## config.mk

```make
export PLATFORM = sky130hd
export DESIGN_NAME = drive_option_strap_decoder
export DESIGN_NICKNAME = d
export VERILOG_FILES = /design/src/logic/drive_option_pkg.sv /design/src/logic/pin_synchronizer.sv /design/src/logic/spinup_delay_timer.sv /design/src/logic/drive_option_strap_decoder.sv
export VERILOG_INCLUDE_DIRS = /design/src /design/src/logic
export SDC_FILE = /design/constraint.sdc
export NUM_CORES = 1
export LEC_CHECK = 0
export ABC_AREA = 1
export BUFFER_PORTS_ARGS = -buffer_cell sky130_fd_sc_hd__clkbuf_2
export CAP_MARGIN = 20
export CORE_UTILIZATION = 35
export CTS_CLUSTER_DIAMETER = 60
export DETAILED_ROUTE_END_ITERATION = 16
export HOLD_SLACK_MARGIN = 0.1
export MAX_ROUTING_LAYER = met4
export PLACE_DENSITY = 0.54
export SYNTH_ARGS = -nofsm -noshare
export SYNTH_HDL_FRONTEND = slang
export SYNTH_SLANG_ARGS = --single-unit
```

## constraint.sdc

```tcl
create_clock -name i_clk -period 3 [get_ports i_clk]
set_input_delay 0.15 -clock i_clk [delete_from_list [all_inputs] [get_ports i_clk]]
set_output_delay 0.15 -clock i_clk [all_outputs]
set_load 0.005 [all_outputs]
```

## src/logic/drive_option_defs.svh

```systemverilog
// constants for the option strap decoder: offsets, fields, timing
`ifndef DRIVE_OPTION_DEFS_SVH
`define DRIVE_OPTION_DEFS_SVH

// ****************************************************************
// clock and timing
// ****************************************************************
`define CLK_PERIOD_NS 20
`define SEC_NS 1000000000
`define SEC_CYCLES (`SEC_NS / `CLK_PERIOD_NS)
`define SPINUP_STEP_S 12
`define SETTLE_CYCLES 2

// ****************************************************************
// register port
// ****************************************************************
`define ADDR_W 4
`define DATA_W 32
`define REG_CONFIG 4'h0
`define REG_STATUS 4'h4
`define REG_COMMAND 4'h8
`define REG_PERR_COUNT 4'hC

// ****************************************************************
// field positions
// ****************************************************************
`define CFG_STRAPS_LSB 0
`define CFG_ID_LSB 8
`define CFG_VALID_BIT 16
`define STS_LVD_BIT 0
`define STS_SPIN_LSB 1
`define STS_TIMER_BIT 3
`define CMD_START_BIT 0
`define PERR_W 16

`endif

```

## src/logic/drive_option_pkg.sv

```systemverilog
// types shared by the option strap decoder files
package drive_option_pkg;

  typedef struct packed {
    logic unused_strap_position;
    logic parity_check_disable_strap;
    logic write_protect_strap;
    logic motor_start_on_command_strap;
    logic delayed_spinup_strap;
    logic single_ended_force_strap;
  } strap_set_s;

  typedef struct packed {
    strap_set_s straps;
    logic [3:0] bus_id;
  } drive_cfg_s;

  typedef struct packed {
    logic wide;
    logic [15:0] data;
    logic [1:0] parity;
  } bus_xfer_s;

  typedef enum logic [1:0] {
    CFG_SETTLE = 2'b00,
    CFG_CAPTURE = 2'b01,
    CFG_RUN = 2'b11
  } cfg_state_e;

  typedef enum logic [1:0] {
    SP_HOLD = 2'b00,
    SP_DELAY = 2'b01,
    SP_SPIN = 2'b11,
    SP_WAIT_CMD = 2'b10
  } spin_state_e;

endpackage

```

## src/logic/pin_synchronizer.sv

```systemverilog
// two flip-flop synchroniser for a group of pin levels
`timescale 1ns/1ns
module pin_synchronizer #(
  parameter int WIDTH = 1
) (
  input wire logic i_clk,
  input wire logic i_sys_rst,
  input wire logic [WIDTH-1:0] i_async,
  output logic [WIDTH-1:0] o_sync
);

  genvar b;
  generate
    for (b = 0; b < WIDTH; b = b + 1) begin : g_bit
      logic meta_reg;
      logic sync_reg;
      always_ff @(posedge i_clk or posedge i_sys_rst) begin
        if (i_sys_rst) begin
          meta_reg <= 1'b0;
          sync_reg <= 1'b0;
        end else begin
          meta_reg <= i_async[b];
          sync_reg <= meta_reg;
        end
      end
      assign o_sync[b] = sync_reg;
    end
  endgenerate

endmodule

```

## src/logic/spinup_delay_timer.sv

```systemverilog
// whole-second countdown used to stagger spindle start
`timescale 1ns/1ns
`include "drive_option_defs.svh"
module spinup_delay_timer #(
  parameter int unsigned SEC_CYCLES = `SEC_CYCLES,
  parameter int SECS_W = 8
) (
  input wire logic i_clk,
  input wire logic i_sys_rst,
  input wire logic i_start,
  input wire logic [SECS_W-1:0] i_seconds,
  output logic o_busy,
  output logic o_done
);

  logic [31:0] div_reg;
  logic [SECS_W-1:0] left_reg;
  logic busy_reg;
  logic done_reg;

  wire sec_tick = busy_reg && (div_reg == 32'(SEC_CYCLES - 1));
  wire last_sec = sec_tick && (left_reg == SECS_W'(1));

  always_ff @(posedge i_clk or posedge i_sys_rst) begin
    if (i_sys_rst) begin
      div_reg <= 32'h0;
      left_reg <= '0;
      busy_reg <= 1'b0;
      done_reg <= 1'b0;
    end else begin
      done_reg <= 1'b0;
      if (i_start) begin
        div_reg <= 32'h0;
        left_reg <= i_seconds;
        busy_reg <= (i_seconds != '0);
        done_reg <= (i_seconds == '0);
      end else if (busy_reg) begin
        div_reg <= sec_tick ? 32'h0 : div_reg + 32'h1;
        if (sec_tick) begin
          left_reg <= left_reg - SECS_W'(1);
        end
        if (last_sec) begin
          busy_reg <= 1'b0;
          done_reg <= 1'b1;
        end
      end
    end
  end

  assign o_busy = busy_reg;
  assign o_done = done_reg;

endmodule

```

## src/logic/drive_option_strap_decoder.sv

```systemverilog
// power-on option strap decoder: bus mode, spindle start, protect, parity
`timescale 1ns/1ns
`include "drive_option_defs.svh"

module drive_option_strap_decoder
  import drive_option_pkg::*;
#(
  parameter int unsigned SEC_CYCLES = `SEC_CYCLES,
  parameter bit ID_FROM_CONNECTOR = 1'b0
) (
  input wire logic i_clk,
  input wire logic i_sys_rst,
  input wire drive_option_pkg::strap_set_s i_option_select_header_n,
  input wire logic [3:0] i_id_select_header_n,
  input wire drive_option_pkg::strap_set_s i_connector_options_n,
  input wire logic [3:0] i_connector_id_n,
  input wire logic i_bus_mode_sense_line,
  input wire logic i_xfer_valid,
  input wire drive_option_pkg::bus_xfer_s i_xfer,
  input wire logic i_write_req,
  input wire logic [`ADDR_W-1:0] i_addr,
  input wire logic [`DATA_W-1:0] i_wr_data,
  input wire logic i_wr_stb,
  input wire logic i_rd_stb,
  output logic [`DATA_W-1:0] o_rd_data,
  output drive_option_pkg::drive_cfg_s o_config,
  output logic o_config_valid,
  output logic o_lvd_mode,
  output logic o_spindle_start,
  output logic o_write_grant,
  output logic o_write_refused,
  output logic o_parity_valid,
  output logic o_parity_error
);
  import drive_option_pkg::*;

  // ****************************************************************
  // pin synchronisation
  // ****************************************************************
  localparam int SYNC_W = 21;
  localparam int SETTLE_W = 2;

  logic [SYNC_W-1:0] pins_async;
  logic [SYNC_W-1:0] pins_sync;

  // every strap, id and sense pin goes through two flops first
  assign pins_async = {i_bus_mode_sense_line,
                       i_connector_id_n,
                       i_connector_options_n,
                       i_id_select_header_n,
                       i_option_select_header_n};

  pin_synchronizer #(
    .WIDTH(SYNC_W)
  ) u_pin_sync (
    .i_clk(i_clk),
    .i_sys_rst(i_sys_rst),
    .i_async(pins_async),
    .o_sync(pins_sync)
  );

  wire [5:0] hdr_opts_n = pins_sync[5:0];
  wire [3:0] hdr_id_n = pins_sync[9:6];
  wire [5:0] conn_opts_n = pins_sync[15:10];
  wire [3:0] conn_id_n = pins_sync[19:16];
  wire sense_sync = pins_sync[20];

  // ****************************************************************
  // strap decode
  // ****************************************************************
  // a fitted jumper pulls its pin low; an open one floats high through
  // the pull-up, so an absent strap reads as 0, the factory default
  wire [5:0] opts_n_sel = ID_FROM_CONNECTOR ? conn_opts_n
                                            : hdr_opts_n;
  wire [3:0] id_n_sel = ID_FROM_CONNECTOR ? conn_id_n
                                          : hdr_id_n;
  wire strap_set_s decoded_straps = strap_set_s'(~opts_n_sel);
  wire [3:0] decoded_id = ~id_n_sel;

  // the adapter owns a different id; nothing here checks for a clash
  drive_cfg_s decoded_cfg;
  assign decoded_cfg = '{straps: decoded_straps,
                         bus_id: decoded_id};

  // ****************************************************************
  // one-time capture after reset
  // ****************************************************************
  cfg_state_e cfg_state_reg;
  cfg_state_e cfg_state_next;
  logic [SETTLE_W-1:0] settle_reg;
  drive_cfg_s config_reg;
  logic cfg_valid_reg;

  wire settle_done = (settle_reg == SETTLE_W'(`SETTLE_CYCLES));

  always_comb begin
    cfg_state_next = cfg_state_reg;
    case (cfg_state_reg)
      CFG_SETTLE: begin
        if (settle_done) begin
          cfg_state_next = CFG_CAPTURE;
        end
      end
      CFG_CAPTURE: begin
        cfg_state_next = CFG_RUN;
      end
      CFG_RUN: begin
        cfg_state_next = CFG_RUN;
      end
      default: begin
        cfg_state_next = CFG_SETTLE;
      end
    endcase
  end

  always_ff @(posedge i_clk or posedge i_sys_rst) begin
    if (i_sys_rst) begin
      cfg_state_reg <= CFG_SETTLE;
      settle_reg <= '0;
    end else begin
      cfg_state_reg <= cfg_state_next;
      if (!settle_done) begin
        settle_reg <= settle_reg + SETTLE_W'(1);
      end
    end
  end

  // the synchroniser needs two edges after release to hold real pin levels
  always_ff @(posedge i_clk or posedge i_sys_rst) begin
    if (i_sys_rst) begin
      config_reg <= '0;
      cfg_valid_reg <= 1'b0;
    end else if (cfg_state_reg == CFG_CAPTURE) begin
      config_reg <= decoded_cfg;
      cfg_valid_reg <= 1'b1;
    end
  end

  // ****************************************************************
  // bus transceiver mode
  // ****************************************************************
  // sense high selects low voltage differential; before capture we stay
  // single-ended since that mode cannot harm either kind of bus
  wire lvd_next = cfg_valid_reg
                  && !config_reg.straps.single_ended_force_strap
                  && sense_sync;
  logic lvd_reg;

  always_ff @(posedge i_clk or posedge i_sys_rst) begin
    if (i_sys_rst) begin
      lvd_reg <= 1'b0;
    end else begin
      lvd_reg <= lvd_next;
    end
  end

  // ****************************************************************
  // spindle start policy
  // ****************************************************************
  spin_state_e spin_state_reg;
  spin_state_e spin_state_next;
  logic timer_busy;
  logic timer_done;

  wire cmd_hit = i_wr_stb && (i_addr == `REG_COMMAND);
  wire start_cmd = cmd_hit && i_wr_data[`CMD_START_BIT];
  wire want_cmd = config_reg.straps.motor_start_on_command_strap;
  wire want_delay = config_reg.straps.delayed_spinup_strap && !want_cmd;
  wire [7:0] delay_secs = 8'(config_reg.bus_id * `SPINUP_STEP_S);
  wire decide = (spin_state_reg == SP_HOLD) && cfg_valid_reg;
  wire timer_start = decide && want_delay;

  always_comb begin
    spin_state_next = spin_state_reg;
    case (spin_state_reg)
      SP_HOLD: begin
        if (cfg_valid_reg) begin
          if (want_cmd) begin
            spin_state_next = SP_WAIT_CMD;
          end else if (want_delay) begin
            spin_state_next = SP_DELAY;
          end else begin
            spin_state_next = SP_SPIN;
          end
        end
      end
      SP_DELAY: begin
        if (timer_done) begin
          spin_state_next = SP_SPIN;
        end
      end
      SP_WAIT_CMD: begin
        if (start_cmd) begin
          spin_state_next = SP_SPIN;
        end
      end
      SP_SPIN: begin
        spin_state_next = SP_SPIN;
      end
      default: begin
        spin_state_next = SP_HOLD;
      end
    endcase
  end

  always_ff @(posedge i_clk or posedge i_sys_rst) begin
    if (i_sys_rst) begin
      spin_state_reg <= SP_HOLD;
    end else begin
      spin_state_reg <= spin_state_next;
    end
  end

  // id zero gives a zero count and the timer finishes on the next edge
  spinup_delay_timer #(
    .SEC_CYCLES(SEC_CYCLES),
    .SECS_W(8)
  ) u_spin_timer (
    .i_clk(i_clk),
    .i_sys_rst(i_sys_rst),
    .i_start(timer_start),
    .i_seconds(delay_secs),
    .o_busy(timer_busy),
    .o_done(timer_done)
  );

  // ****************************************************************
  // write protection
  // ****************************************************************
  // requests before the straps are known are refused, erring safe
  wire wp_block = !cfg_valid_reg
                  || config_reg.straps.write_protect_strap;
  logic write_grant_reg;
  logic write_refused_reg;

  always_ff @(posedge i_clk or posedge i_sys_rst) begin
    if (i_sys_rst) begin
      write_grant_reg <= 1'b0;
      write_refused_reg <= 1'b0;
    end else begin
      write_grant_reg <= i_write_req && !wp_block;
      write_refused_reg <= i_write_req && wp_block;
    end
  end

  // ****************************************************************
  // bus parity check
  // ****************************************************************
  // odd parity per byte; the upper lane counts only on wide transfers
  logic [1:0] lane_bad;
  genvar g;
  generate
    for (g = 0; g < 2; g = g + 1) begin : g_lane
      wire lane_used = (g == 0) || i_xfer.wide;
      assign lane_bad[g] = lane_used
                           && !(^{i_xfer.data[8*g +: 8], i_xfer.parity[g]});
    end
  endgenerate

  wire check_on = cfg_valid_reg
                  && !config_reg.straps.parity_check_disable_strap;
  wire check_now = i_xfer_valid && check_on;
  wire check_bad = check_now && (lane_bad != 2'b00);
  logic parity_valid_reg;
  logic parity_error_reg;

  always_ff @(posedge i_clk or posedge i_sys_rst) begin
    if (i_sys_rst) begin
      parity_valid_reg <= 1'b0;
      parity_error_reg <= 1'b0;
    end else begin
      parity_valid_reg <= check_now;
      parity_error_reg <= check_bad;
    end
  end

  // ****************************************************************
  // error counter, cleared by a write; a new error beats the clear
  // ****************************************************************
  logic [`PERR_W-1:0] perr_count_reg;
  wire perr_clear = i_wr_stb && (i_addr == `REG_PERR_COUNT);
  wire perr_full = &perr_count_reg;

  always_ff @(posedge i_clk or posedge i_sys_rst) begin
    if (i_sys_rst) begin
      perr_count_reg <= '0;
    end else if (check_bad && perr_clear) begin
      perr_count_reg <= `PERR_W'(1);
    end else if (perr_clear) begin
      perr_count_reg <= '0;
    end else if (check_bad && !perr_full) begin
      perr_count_reg <= perr_count_reg + `PERR_W'(1);
    end
  end

  // ****************************************************************
  // register read port
  // ****************************************************************
  wire [`DATA_W-1:0] config_word =
    (`DATA_W'(config_reg.straps) << `CFG_STRAPS_LSB)
    | (`DATA_W'(config_reg.bus_id) << `CFG_ID_LSB)
    | (`DATA_W'(cfg_valid_reg) << `CFG_VALID_BIT);
  wire [`DATA_W-1:0] status_word =
    (`DATA_W'(lvd_reg) << `STS_LVD_BIT)
    | (`DATA_W'(spin_state_reg) << `STS_SPIN_LSB)
    | (`DATA_W'(timer_busy) << `STS_TIMER_BIT);
  wire [`DATA_W-1:0] perr_word = `DATA_W'(perr_count_reg);

  // command is write-only and unmapped words read as zero
  wire [`DATA_W-1:0] rd_word =
    (i_addr == `REG_CONFIG) ? config_word :
    (i_addr == `REG_STATUS) ? status_word :
    (i_addr == `REG_PERR_COUNT) ? perr_word : `DATA_W'(0);

  logic [`DATA_W-1:0] rd_data_reg;

  always_ff @(posedge i_clk or posedge i_sys_rst) begin
    if (i_sys_rst) begin
      rd_data_reg <= '0;
    end else begin
      rd_data_reg <= i_rd_stb ? rd_word : `DATA_W'(0);
    end
  end

  // ****************************************************************
  // outputs
  // ****************************************************************
  assign o_rd_data = rd_data_reg;
  assign o_config = config_reg;
  assign o_config_valid = cfg_valid_reg;
  assign o_lvd_mode = lvd_reg;
  assign o_spindle_start = (spin_state_reg == SP_SPIN);
  assign o_write_grant = write_grant_reg;
  assign o_write_refused = write_refused_reg;
  assign o_parity_valid = parity_valid_reg;
  assign o_parity_error = parity_error_reg;

endmodule

```

==> results of run 1 <==
## layout make-up
class / instances / area share, %
Sequential cell: 119 / 39.3
Multi-Input combinational cell: 546 / 35.7
Timing Repair Buffer: 98 / 7.80
Clock buffer: 18 / 5.67
Inverter: 107 / 5.35
Tap cell: 225 / 3.72
Clock inverter: 14 / 2.43
## worst min path at each step
stage | endpoint | slack (ns) | depth (start not counted)
2_1_floorplan | u_pin_sync.g_bit[0].meta_reg$_DFF_PP0_ | 0.18 | 0
6_report | o_rd_data[0]$_DFF_PP0_ | 0.11 | 3
3_5_place_dp | u_pin_sync.g_bit[2].meta_reg$_DFF_PP0_ | 0.26 | 1
3_3_place_gp | u_pin_sync.g_bit[1].meta_reg$_DFF_PP0_ | 0.26 | 1
4_1_cts | o_rd_data[0]$_DFF_PP0_ | 0.11 | 3
5_1_grt | o_rd_data[0]$_DFF_PP0_ | 0.12 | 3
## cell usage in the layout, fill, tap and decap left out, drive strengths merged, types with 3 or more instances in the layout
cell type	n
nand2	198
dfrtp	119
inv	113
nor2	93
clkbuf	92
nand3	57
o21ai	44
nor3	30
xor2	26
a21oi	17
dlygate4sd3	16
conb	15
nand4	14
ha	11
nor4	9
buf	8
xnor2	6
a31oi	3
o31ai	3
or2	3
bufinv	3
clkinv	3
## metrics by stage
stage,util [%],cell area (um2),hold WS [ns],instances
after floorplan,-,6300,0.181,805
after global placement,39.2,6800,0.258,1079
after detailed placement,39.2,6800,0.260,1079
after CTS,43.6,7570,0.107,1127
after global routing,43.6,7570,0.121,1127
final,43.6,7570,0.111,1127
## metal layers
layer | vias to the layer above | share of wire [%] | GRT usage, %
met5 | - | 0 | -
met2 | 130 | 45 | 27.7
met1 | 2448 | 49 | 23.9
li1 | 2689 | - | -
met3 | 16 | 3.9 | 3.74
met4 | 0 | 1.3 | 6.30
## logic make-up after synthesis
kind of cell               count (synthesis)
and+or+nand+nor                          411
buffers and inverters                    140
DFF                                      119
AOI/OAI and AO/OA                         76
xor gates and xnor gates                  32
adders and majority gates                 12
other                                      1
## tightest hold or removal path, stage by stage
cell and delay, ns:
clkbuf_2 0.18, nand2_1 0.11, inv_1 0.05
## where the power goes
| group | leakage [nW] | switching [mW] | internal (mW) |
|---|---|---|---|
| Combinational | 2.03 | 0.231 | 0.154 |
| Sequential | 1.55 | 0.0764 | 1.68 |
| Clock | 0.299 | 0.798 | 1.33 |
| Total | 3.88 | 1.11 | 3.17 |
## what timing repair did
item,4_1_cts,5_1_grt
hold buffers,16,0
setup endpoints to repair,0,0
hold endpoints to repair,46,0
gates resized for setup,0,0
buffers inserted,0,0
==> impl_metrics.tcl, run 1 <==
set metrics [dict create \
    antenna_cells 0 \
    synth_most_common_cell "nand2_1" \
    startpoint "u_spin_timer.div_reg[0]$_DFFE_PP0P_" \
    r2r_cells 12 \
    grt_pass1_vias 5192 \
    cpMostUsedCell "nand2_1" \
    cts_max_level 4 \
    yosys.area_share.adder_pct 2.53 \
    finalCriticalPeriod_ns 2.41 \
    path_clk_slew_ns 0.06 \
    synth-simple-area-share_pct 28.7 \
    r2r_setup_slack_ns 0.59 \
    worstHoldStart "i_rd_stb" \
    r2r-end "u_spin_timer.div_reg[1]$_DFFE_PP0P_" \
    hold_violations 0 \
    dp_worst_setup_slack_ns 0.593 \
    p_total_mw 4.27 \
    clkSinkCount 119 \
    ios 131 \
    syn_inst 791 \
    tightest_slew_ns 0.726 \
    synth_largest_area_cell "dfrtp_1" \
    cp_max_fo 18 \
    cpPeakStageDelay_ns 0.40 \
    slowest_stage "nand2_1" \
    critPathLaunchType "flop" \
    rsz0062_at_grt "false" \
    rows 48 \
    critical_path_depth 12 \
    hold_path.class "input pin to flop" \
    dpl.hpwl_mm 10.6 \
    seq_area_um2 2980 \
    ir_drop_mv 0.509 \
    nNetsFinal 983 \
    min_period_over_period_pct 80.4 \
    clockBufferDepth 2 \
    synthArstFlopShare_pct 100 \
    cts_tree "built" \
    track_usage_pct 18.2 \
    mappedNetlistArea_um2 6240 \
    synth_compound_area_share_pct 6.69 \
    total_leakage_power_nw 3.88 \
    synth_top_family_by_area "simple AND/OR/NAND/NOR gates" \
    synth.top_cell.area_share_pct 47.7 \
    syn_area_per_cell_um2 7.89 \
    crit_chain "ha_1 > nand2_1 > nor2_1 > nand2_1 > inv_1 > nand2_1 > nor3_1 > nand4_1 > nand2_1 > inv_2 > nand3_1 > o21ai_0" \
    path_class "flop to flop" \
    overflow 0 \
    cts_buffers 17 \
    synthToLayoutAreaGrowth_pct 21.3 \
    postRouteAntennaNets 0 \
    gp_congestion 0.868 \
    relSlewSlack_pct 51.5 \
    synth_cell_types 41 \
    die_area_um2 18400 \
    ys_seq_area_share_pct 47.7 \
    core_area_um2 17400 \
    crit_path_end_kind "flop" \
    drv_cap 0 \
    num_vias 5283 \
    dieHeight_um 136 \
    synth_flop_cell "dfrtp_1" \
    setup_viol 0 \
    required_ns 3.30 \
    synth.area.mux_share_pct 0 \
    fillerInstances 1775 \
    start_util_pct 36.0 \
    largest_reg_flops 32 \
    drt_first_pass_iters 5 \
    clk_latency_ns 0.42 \
    arrival_ns 2.71 \
    wl_per_cell_um 13.0 \
    cts-root-buf "clkbuf_16" \
    critPathTopFamily "simple AND/OR/NAND/NOR gates" \
    routed_wirelength_mm 14.7 \
    power_density_nw_per_um2 564 \
    portBuffers 74 \
    reg2reg_from "u_spin_timer.div_reg[0]$_DFFE_PP0P_" \
    multiInputGateArea_um2 2710 \
    grt_max_degree 35 \
    die_x_um 136 \
    drt-initial-drc-count 322 \
    critPathCapture "u_spin_timer.div_reg[1]$_DFFE_PP0P_" \
    status "finished, final reports clean" \
    fmax_ghz 0.415 \
    ys_top_cells_by_count "nand2_1, dfrtp_1, inv_1" \
    drv_slew 0 \
    grt_pass1_wl_mm 25.2 \
    drive_above_1_share_pct 14.4 \
    viasPerCell 4.69 \
    synth_xor_area_share_pct 4.49 \
    skew_ns 0.0165 \
    drc 0 \
    setup_ws_ns 0.587 \
    ys_warn_count 0 \
    ys_seq_elements 119 \
    path_buf_inv 2 \
    synth_edf_count 0 \
    yosys-top-cells-area "dfrtp_1, nand2_1, inv_1, nor2_1, nand3_1" \
    tns_ns 0 \
    antenna_found_initial 0 \
]
Power figures use the tool's default switching activity.
==> run 2, diff against run 1 <==
--- a/config.mk
+++ b/config.mk
@@ -6,7 +6,7 @@
 export SDC_FILE = /design/constraint.sdc
 export NUM_CORES = 1
 export LEC_CHECK = 0
-export ABC_AREA = 1
+export ABC_AREA = 0
 export BUFFER_PORTS_ARGS = -buffer_cell sky130_fd_sc_hd__clkbuf_2
 export CAP_MARGIN = 20
 export CORE_UTILIZATION = 35
@@ -14,7 +14,7 @@
 export DETAILED_ROUTE_END_ITERATION = 16
 export HOLD_SLACK_MARGIN = 0.1
 export MAX_ROUTING_LAYER = met4
-export PLACE_DENSITY = 0.54
+export PLACE_DENSITY = 0.53
 export SYNTH_ARGS = -nofsm -noshare
 export SYNTH_HDL_FRONTEND = slang
 export SYNTH_SLANG_ARGS = --single-unit
==> constraint.sdc (replaced) <==
create_clock -name i_clk -period 2.35 [get_ports i_clk]
set_input_delay 0.1175 -clock i_clk [delete_from_list [all_inputs] [get_ports i_clk]]
set_output_delay 0.1175 -clock i_clk [all_outputs]
set_load 0.005 [all_outputs]
==> impl_metrics.tcl, run 2 <==
set metrics [dict create \
    nNetsFinal 737 \
    cp_max_fo 7 \
    stdcell_area_um2 7000 \
    cts_tree "built" \
    cts_max_level 4 \
    routed_wirelength_mm 12.0 \
    start_util_pct 36.2 \
    antenna_found_initial 0 \
    r2r-end "u_spin_timer.left_reg[7]$_DFFE_PP0P_" \
    holdPathStages 4 \
    synthArstFlopShare_pct 100 \
    tightest_slew_ns 0.704 \
    use_met1_pct 21.0 \
    syn_inst 531 \
    power_density_nw_per_um2 719 \
    die_x_um 128 \
    core_area_um2 15400 \
    path_class "flop to flop" \
    relSlewSlack_pct 53.1 \
    dieHeight_um 128 \
    top_usage_layer "met2" \
    worstHoldEndpoint "o_rd_data[1]$_DFF_PP0_" \
    tns_ns 0 \
    rows 45 \
    synth_edf_count 0 \
    synth_cell_types 56 \
    worstHoldStart "i_addr[1]" \
    drc 0 \
    grt_max_degree 120 \
    rsz0062_at_grt "false" \
    crit_path_end_kind "flop" \
    fmax_ghz 0.450 \
    mappedNetlistArea_um2 5570 \
    synth_flop_cell "dfrtp_1" \
    drv_slew 0 \
    ys_seq_area_share_pct 53.5 \
    placed_cells 816 \
    largest_reg_flops 32 \
    gp_congestion 0.772 \
    die_area_um2 16400 \
    finalCriticalPeriod_ns 2.22 \
    overflow 0 \
    status "finished, final reports clean" \
    min_period_over_period_pct 94.6 \
    hold_path.class "input pin to flop" \
    cts-root-buf "clkbuf_16" \
    ys_warn_count 0 \
    drt-initial-drc-count 352 \
    p_total_mw 5.03 \
    portBuffers 74 \
    layout_common_cells "dfrtp_1, clkbuf_2, nor2_1, nand2_1" \
    hold_violations 0 \
    clk_latency_ns 0.42 \
    synthToLayoutAreaGrowth_pct 25.8 \
    path_clk_slew_ns 0.06 \
    drive_above_1_share_pct 21.3 \
    synth_largest_area_cell "dfrtp_1" \
    dpl.hpwl_mm 8.02 \
    placedInstanceArea_um2 6240 \
    postRouteAntennaNets 0 \
    skew_ns 0.00613 \
    grt_use_met3_pct 3.88 \
    yosys-top-cells-area "dfrtp_1, xor2_1, nor2_1, nand2_1, xnor2_1" \
    synth_most_common_cell "dfrtp_1" \
    grt_pass1_wl_mm 19.9 \
    ios 131 \
    num_vias 4201 \
    drt_first_pass_iters 5 \
    antenna_cells 0 \
    clkSinkCount 119 \
    arrival_ns 2.56 \
    synth.top_cell.area_share_pct 53.5 \
    viasPerCell 4.85 \
    wl_per_cell_um 13.9 \
    cts_buffers 17 \
    post_layout_nonfiller_instances 867 \
    r2r_setup_slack_ns 0.13 \
    ir_drop_mv 0.500 \
    setup_viol 0 \
    total_leakage_power_nw 3.30 \
    ys_seq_elements 119 \
    clockBufferDepth 2 \
    syn_area_per_cell_um2 10.5 \
    r2r_cells 7 \
    grt_util_met2_pct 24.6 \
    startpoint "u_spin_timer.div_reg[28]$_DFFE_PP0P_" \
    reg2reg_from "u_spin_timer.div_reg[28]$_DFFE_PP0P_" \
    final_common_cell "dfrtp_1" \
    drv_cap 0 \
    ys_top_cells_by_count "dfrtp_1, nor2_1, nand2_1" \
    track_usage_pct 16.3 \
    critPathLaunchType "flop" \
    grt_pass1_vias 4113 \
    required_ns 2.69 \
]
-- run 2: cell types whose count changed after synthesis, moves of 8 or more --
cell,delta
o21ai_0,-23
nand3_1,-30
nor3_1,-16
inv_1,-83
or4_1,+12
clkbuf_1,+8
nand2_1,-145
xnor2_1,+12
nor2_1,-40
mux2i_1,+8
-- run 2: repair_timing --
action | in CTS | in global routing
buffers inserted | 0 | 0
gates resized for setup | 0 | 1
hold buffers | 19 | 0
endpoints found under the hold margin | 138 | 0
setup endpoints to repair | 0 | 1
-- run 2: report_power, final --
part	internal, mW	switching [mW]	leakage [nW]
combinational	0.167	0.192	1.47
sequential	2.12	0.0646	1.55
clock	1.48	1.01	0.269
total	3.76	1.27	3.30
-- run 2: stage by stage --
step / hold slack [ns] / util [%] / setup WS [ns]
after floorplan: 0.149 / - / 0.0228
after global placement: 0.226 / 40.6 / 0.132
after detailed placement: 0.227 / 40.6 / 0.104
after CTS: 0.107 / 45.5 / 0.0837
after global routing: 0.127 / 45.6 / 0.0105
final: 0.115 / 45.6 / 0.128
-- run 2: worst max path at each step --
stage | end | slack [ns]
after floorplan | u_spin_timer.left_reg[6]$_DFFE_PP0P_ | 0.02
after global placement | u_spin_timer.left_reg[1]$_DFFE_PP0P_ | 0.13
after detailed placement | u_spin_timer.left_reg[1]$_DFFE_PP0P_ | 0.10
after CTS | u_spin_timer.left_reg[1]$_DFFE_PP0P_ | 0.08
after global routing | u_spin_timer.left_reg[7]$_DFFE_PP0P_ | 0.01
final | u_spin_timer.left_reg[7]$_DFFE_PP0P_ | 0.13
-- run 2: worst max-delay path: stages, from the launching register on --
cell and delay, ns:
dfrtp_1 0.41, or4b_1 0.51, or3_4 0.40, nor4_4 0.23, buf_4 0.22, nand4_1 0.10
xor2_1 0.16, mux2i_1 0.12
-- run 2: kinds of logic after synthesis --
| logic type | after synthesis | synth area share [%] |
|---|---|---|
| AND/OR/NAND/NOR | 215 | 20.4 |
| flip-flops | 119 | 53.5 |
| AO/OA/AOI/OAI | 71 | 7.75 |
| buffers and inverters | 55 | 5.03 |
| XOR/XNOR | 48 | 8.56 |
| adder cells (fa/ha/maj) | 12 | 2.83 |
| multiplexers | 10 | 1.84 |
| other | 1 | 0.0673 |
-- run 2: area by class of cell --
class	instances	area [um2]
fill	1441	8370
sequential	119	2980
multi-input combinational	371	2370
timing repair buffer	115	751
clock buffer	18	429
tap	211	264
clock inverter	14	140
inverter	19	75.1
-- run 2: layer usage --
layer | vias to the layer above | part of all wire, %
met1 | 2041 | 49
met2 | 109 | 46
met5 | - | 0
met4 | 0 | 1.5
li1 | 2036 | -
met3 | 15 | 4.3
